## src/led_driver_pkg.sv

```systemverilog
// Purpose: Shared constants and carrier types for the sixteen-bit LED sink driver
// Assumes: Single system clock; all pin inputs are asynchronous to it
// Notes:   Stage index 0 is the first stage, index WIDTH-1 the last

package led_driver_pkg;

   localparam int           CHAIN_WIDTH   = 16;
   localparam int           SYNC_DEPTH    = 3;
   localparam logic [15:0]  STAGE_RESET   = 16'hffff;
   localparam logic         CASCADE_RESET = 1'h0;
   localparam logic         PIN_RESET     = 1'h0;

   // Three-stage sampler per pin
   typedef struct packed
   {
      logic [2:0] shift_clock;
      logic [2:0] latch_clock;
      logic [2:0] serial_in;
      logic [2:0] reset_n;
      logic [2:0] output_disable;
   } pin_sync_s;

   // Open-drain sink pin group
   typedef struct packed
   {
      logic [15:0] sink_out;
      logic [15:0] sink_oe;
   } sink_pins_s;

   typedef struct packed
   {
      pin_sync_s   sync;
      logic        shift_clock_prev;
      logic        latch_clock_prev;
      logic [15:0] shift_stages;
      logic [15:0] hold_stages;
      sink_pins_s  pins;
      logic        cascade;
   } driver_state_s;

endpackage

```

## src/led_shift_latch_driver16.sv

```systemverilog
// Purpose: Sixteen-stage serial shift chain with holding latch, open-drain LED sinks
// Assumes: Pin clocks much slower than clk; pins sampled through three flip-flops
// Notes:   Pin edges take effect some clk cycles after the pin change
//
// Operation
// - Sixteen shift stages feed sixteen outputs through a separate holding latch
// - Each bit has a shift stage and a holding stage on separate clocks
// - Shift and latch act only on rising edges of their clocks
// - Shift edge loads first stage and moves others toward stage sixteen
// - First stage captures the inverse of the serial input
// - Latch edge copies all shift stages into the holding latch
// - Parallel outputs are open drain: low sinks, high releases
// - Cascade output shows the sixteenth shift stage
// - Cascade output is driven both high and low
// - Tied clocks show the shift chain delayed by one clock
// - Active-low reset reaches the outputs on the third clk after it falls, independent of shift and latch edges
// - Reset sets all stages, releases sinks, drives cascade low
// - Output disable releases sinks; cascade keeps showing last stage
// - Output disable leaves shifting and stored contents unaffected
// - Latch edge leaves shift stages and cascade output unchanged

`timescale 1ns/100ps

module led_shift_latch_driver16
   import led_driver_pkg::*;
(
   input  wire logic                   clk,
   input  wire logic                   rst,
   input  wire logic                   shift_clock,
   input  wire logic                   latch_clock,
   input  wire logic                   serial_in,
   input  wire logic                   reset_n,
   input  wire logic                   output_disable,
   output logic [CHAIN_WIDTH-1:0]      led_sink_outputs_out,
   output logic [CHAIN_WIDTH-1:0]      led_sink_outputs_oe,
   output logic                        cascade_serial_out
);

   driver_state_s state_reg;
   driver_state_s state_next;

   // -------------------------------------------------------------------------
   // Pin sampling and chain update
   // -------------------------------------------------------------------------
   always_comb
   begin
      logic shift_now;
      logic latch_now;
      logic shift_rise;
      logic latch_rise;
      logic in_reset;
      logic [CHAIN_WIDTH-1:0] new_shift;
      logic [CHAIN_WIDTH-1:0] new_hold;
      shift_now  = 1'h0;
      latch_now  = 1'h0;
      shift_rise = 1'h0;
      latch_rise = 1'h0;
      in_reset   = 1'h0;
      new_shift  = '0;
      new_hold   = '0;
      state_next = state_reg;
      state_next.sync.shift_clock    = {state_reg.sync.shift_clock[1:0], shift_clock};
      state_next.sync.latch_clock    = {state_reg.sync.latch_clock[1:0], latch_clock};
      state_next.sync.serial_in      = {state_reg.sync.serial_in[1:0], serial_in};
      state_next.sync.reset_n        = {state_reg.sync.reset_n[1:0], reset_n};
      state_next.sync.output_disable = {state_reg.sync.output_disable[1:0], output_disable};
      // Level changes only once stages two and three agree
      shift_now = (state_reg.sync.shift_clock[1] == state_reg.sync.shift_clock[2])
                  ? state_reg.sync.shift_clock[2] : state_reg.shift_clock_prev;
      latch_now = (state_reg.sync.latch_clock[1] == state_reg.sync.latch_clock[2])
                  ? state_reg.sync.latch_clock[2] : state_reg.latch_clock_prev;
      state_next.shift_clock_prev = shift_now;
      state_next.latch_clock_prev = latch_now;
      shift_rise = shift_now & ~state_reg.shift_clock_prev;
      latch_rise = latch_now & ~state_reg.latch_clock_prev;
      // Reset asserted as soon as either sampled stage sees it low
      in_reset = ~state_reg.sync.reset_n[1] | ~state_reg.sync.reset_n[2];
      new_shift = state_reg.shift_stages;
      new_hold  = state_reg.hold_stages;
      if (shift_rise)
      begin
         new_shift = {state_reg.shift_stages[CHAIN_WIDTH-2:0],
                      ~state_reg.sync.serial_in[2]};
      end
      if (latch_rise)
      begin
         new_hold = state_reg.shift_stages;
      end
      if (in_reset)
      begin
         new_shift = STAGE_RESET;
         new_hold  = STAGE_RESET;
      end
      state_next.shift_stages = new_shift;
      state_next.hold_stages  = new_hold;
      state_next.pins.sink_out = {CHAIN_WIDTH{PIN_RESET}};
      if (in_reset || state_reg.sync.output_disable[2])
      begin
         state_next.pins.sink_oe = '0;
      end
      else
      begin
         state_next.pins.sink_oe = ~new_hold;
      end
      state_next.cascade = in_reset ? CASCADE_RESET : new_shift[CHAIN_WIDTH-1];
   end

   // -------------------------------------------------------------------------
   // State register
   // -------------------------------------------------------------------------
   always_ff @(posedge clk)
   begin
      if (rst)
      begin
         state_reg                  <= '0;
         state_reg.sync.reset_n     <= 3'h7;
         state_reg.shift_stages     <= STAGE_RESET;
         state_reg.hold_stages      <= STAGE_RESET;
         state_reg.cascade          <= CASCADE_RESET;
      end
      else
      begin
         state_reg <= state_next;
      end
   end

   assign led_sink_outputs_out = state_reg.pins.sink_out;
   assign led_sink_outputs_oe  = state_reg.pins.sink_oe;
   assign cascade_serial_out   = state_reg.cascade;

endmodule

```

## config.mk

```make
export PLATFORM = sky130hd
export DESIGN_NAME = led_shift_latch_driver16
export DESIGN_NICKNAME = d
export VERILOG_FILES = /design/src/led_driver_pkg.sv /design/src/led_shift_latch_driver16.sv
export SDC_FILE = /design/constraint.sdc
export NUM_CORES = 1
export LEC_CHECK = 0
export ABC_AREA = 1
export BUFFER_PORTS_ARGS = -buffer_cell sky130_fd_sc_hd__buf_2
export CAP_MARGIN = 10
export CORE_MARGIN = 1
export CORE_UTILIZATION = 43
export CTS_CLUSTER_SIZE = 28
export DETAILED_ROUTE_END_ITERATION = 16
export PLACE_DENSITY = 0.73
export SKIP_CTS_REPAIR_TIMING = 1
export SLEW_MARGIN = 20
export SYNTH_ARGS = -nofsm -noshare
export SYNTH_HDL_FRONTEND = slang
export SYNTH_SLANG_ARGS = --single-unit
export TNS_END_PERCENT = 100
```

## constraint.sdc

```tcl
create_clock -name clk -period 1.25 [get_ports clk]
set_input_delay 0.125 -clock clk [delete_from_list [all_inputs] [get_ports clk]]
set_output_delay 0.125 -clock clk [all_outputs]
set_load 0.01 [all_outputs]
```

; ---- Word-level counts from Yosys, hierarchy flattened
; Cells that the tools add are included.
[word_totals]
out_inout_bits = 33
inputBits = 7
register_bits = 82
[classes]
reduce_logical = 3
n_eq_ne = 2
muxes = 6
bitwise = 9
[ops]
columns = operator, count
row1 = two-way mux 16 bit, 4
row2 = inverter 16 bit, 1
row3 = inverter 1 bit, 5
row4 = OR reduction 2 bit, 2
row5 = AND 1 bit, 2
row6 = == test 1 bit, 2
row7 = two-way mux 1 bit, 2
row8 = logical OR 1 bit, 1
row9 = OR 1 bit, 1

; ---- Depth between registers and ports, before layout
[logic_depth]
ltp_word = 6
ltp_mapped = 7

; ---- Worst setup path after synthesis
; OpenSTA, ideal clock, no wires.
[synth_path]
path_kind = register to register
start = reg state_reg (netlist bit state_next[78])
end = reg state_reg (netlist bit led_sink_outputs_oe[10])
required_ns = 1.137
setup_time_ns = 0.113
path_slack_ns = 0.271
arrival_ns = 0.866
path_stages_with_launch = 6
synth_period_minus_slack_ns = 0.979
path_cell_list = dfxtp_1 buf_4 buf_6 nand4_1 nand2_1 nor2_2
[synth_between]
elab_chain_len = 6
[synth_rtl]
columns = item, line_no
row1 = start: declaration, led_shift_latch_driver16.sv:39  ; driver_state_s state_reg;
row2 = start signal: assignment, led_shift_latch_driver16.sv:123  ; state_reg <= state_next;
row3 = == test 1 bit, led_shift_latch_driver16.sv:70  ; latch_now = (state_reg.sync.latch_clock[1] == state_reg.sync.latch_clock[2])
row4 = two-way mux 1 bit, led_shift_latch_driver16.sv:71  ; ? state_reg.sync.latch_clock[2] : state_reg.latch_clock_prev;
row5 = AND 1 bit, led_shift_latch_driver16.sv:75  ; latch_rise = latch_now & ~state_reg.latch_clock_prev;
row6 = two-way mux 16 bit, led_shift_latch_driver16.sv:85  ; if (latch_rise)
row7 = two-way mux 16 bit, led_shift_latch_driver16.sv:89  ; if (in_reset)
row8 = inverter 16 bit, led_shift_latch_driver16.sv:103  ; state_next.pins.sink_oe = ~new_hold;
; Every way passes these cells.
; A chain may end at the register's enable or synchronous reset.

; ---- Final worst setup path
[layout_path]
start = reg state_reg (netlist bit state_next[72])
end = reg state_reg (netlist bit led_sink_outputs_oe[15])
[layout_between]
elab_chain_len = 4
elab_cells_between_ends = 6
[layout_rtl]
columns = item, line_no
row1 = inverter 1 bit *, led_shift_latch_driver16.sv:77  ; in_reset = ~state_reg.sync.reset_n[1] | ~state_reg.sync.reset_n[2];
row2 = OR 1 bit *, led_shift_latch_driver16.sv:77
row3 = logical OR 1 bit or two-way mux 16 bit (tied branches), "led_shift_latch_driver16.sv:97, led_shift_latch_driver16.sv:89"
row4 = OR reduction 2 bit (no source line) or inverter 16 bit (tied branches), -
; Every way passes the cells marked *; elsewhere a longest branch is shown, timed or not.

==> metrics <==
Critical-path top delay cell dfxtp_1; die area 6120 um2; sequential area share after synthesis 52.9%; initial antenna violation count 0; type of the worst setup path reg -> reg; DRC 0; CTS Buf Count 9; Critical Path Max Stage Delay ~0.37 ns; P&R area growth vs syn 11.0%; clock-pin slew on the worst setup and hold paths 0.07 ns; critical path launch point type flop; Syn Inst Count 291; commonest cells after routing, fill and taps aside nand2_1, dfxtp_1, nand3_1, buf_2, nor2_1; Mapped Avg Cell Area about 8.6 um2; RSZ-0062 raised after global routing no; period utilisation layout 84.1%; row cnt 27; maxcap violations 0; Clock Path Buffers 2; synthesized area 2500 um2; Final Net Count 316; Worst EP required 1.53 ns; final core occ 50.1%; GRT Total Usage 13.9%; Max Slew Vio Count 0; final wirelength 3.66 mm; status finished, final reports clean; fraction of layout cells with a size suffix above 1 22.0%; 1st-iter DRT viols 109; Power, Total 4220 uW; final RePlAce weighted congestion 0.768; asr flop ratio synth 0%; Root Buffer clkbuf_8; io pins 40; Hold Fails Final Rpt 0; final hold slack 0.124 ns; # fillers 528; Die W 78.2 um; crit path buf inv count 1; detailed-route via count about 1700; Register Area 1320 um2; Top FF cell, synth dfxtp_1; Routed WL per cell 9.47 um; vias in the first global route ~1500; # port buffers 23; first-pass GRT wire length 6.51 mm; # setup viols final 0; Post-Route Skew slightly below 0.009 ns; Worst EP arrival 1.33 ns; Hold Path Class in -> reg; gr ovfl total 0; Core ar. 5540 um2; HPWL after DPL 2.52 mm; Starting Density 45.1%; Worst path top cell family by delay simple AND/OR/NAND/NOR gates; ANT cells 0; P_leak between 0.001 and 0.0015 uW; crit-path max FO 19; area taken by multi-input logic gates 811 um2; Die H 78.2 um; drt pass-1 iters 4; pin count of the biggest net entering global routing 20; warning count from the yosys run 0; commonest non-fill, non-tap cell in the layout nand2_1; EDFF count, synth 0; CTS sink count 66; crit-path cells nand3_4, inv_4, nand2_4, nor2_1; worst skew pair latency approximately 0.34 ns; TritonCTS clock tree done; post-route cell area 2780 um2; Antenna Nets Post-Route 0; max reg flops 39; Pwr Density 1520 nW/um2; setup TNS 0 ns; Worst VDD drop just under 1 mV; Yosys cell types 22; flops & latches, synth 66; Peak Freq approximately 950 MHz; placed instance area 2510 um2; Tmin final 1.05 ns; htree depth 3; Via-to-Cell Ratio 4.37; CP Capture Type flop
[where the power goes]
part / internal (uW) / total, uW / switching (uW)
logic: 59.4 / 172 / 113
clock network: 1120 / 1900 / 787
registers: 2130 / 2150 / 14.2
[synth_stat cells, types with 2 or more instances]
library cell / n / area [um2]
buf_2: 6 / 30.0
buf_4: 35 / 263
buf_6: 4 / 45.0
dfxtp_1: 66 / 1320
inv_1: 18 / 67.6
nand2_1: 68 / 255
nand3_1: 32 / 160
nand3_4: 2 / 35.0
nand4_1: 16 / 100
nor2_1: 21 / 78.8
nor2_2: 10 / 62.6
or2_2: 3 / 18.8
[kinds of logic (layout without fill, tap and decap cells)]
family / count (synthesis) / count (layout) / share of synthesized area (%)
AO/OA/AOI/OAI: 3 / 3 / 0.700
buffers and inverters: 67 / 75 / 17.0
AND/OR/NAND/NOR: 154 / 154 / 29.3
flip-flops: 66 / 66 / 52.9
other: 1 / 16 / 0.150
[per-stage QoR]
stage | setup WS, ns | cells
after floorplan | 0.271 | 306
after global placement | 0.204 | 365
after detailed placement | 0.194 | 365
after CTS | 0.176 | 381
after global routing | 0.0562 | 386
final | 0.199 | 386
[area by class of cell]
cell class,instances,share of cell area [%]
clock buffers,9,4.46
clock inverters,7,3.38
inverters,21,2.98
multi-input cells,173,29.2
flip-flops and latches,66,47.6
well taps,72,3.25
repair buffers,38,9.11
[worst min-delay path: stages]
cell and delay, ns:
buf_2 0.10, clkinv_2 0.08, o21ai_0 0.08, nor2_1 0.04
[per-layer routing]
metal	wire length, um	track usage (%)	vias to the layer above
met4	46	5.93	0
met1	1680	15.5	738
met5	0	0	-
met3	192	6.63	7
li1	-	-	905
met2	1740	22.5	36
[path summary, 6_finish.rpt]
kind	endpoint	startpoint	slack [ns]	cells after the start
max	led_sink_outputs_oe[15]$_SDFF_PP0_	state_next[72]$_SDFF_PP1_	0.20	4
min	state_reg[65]$_SDFF_PP0_	rst	0.12	4
max reg2reg	led_sink_outputs_oe[15]$_SDFF_PP0_	state_next[72]$_SDFF_PP1_	0.20	4
min reg2reg	state_next[81]$_SDFF_PP0_	state_next[80]$_SDFF_PP0_	0.40	2
Power figures use the tool's default switching activity.
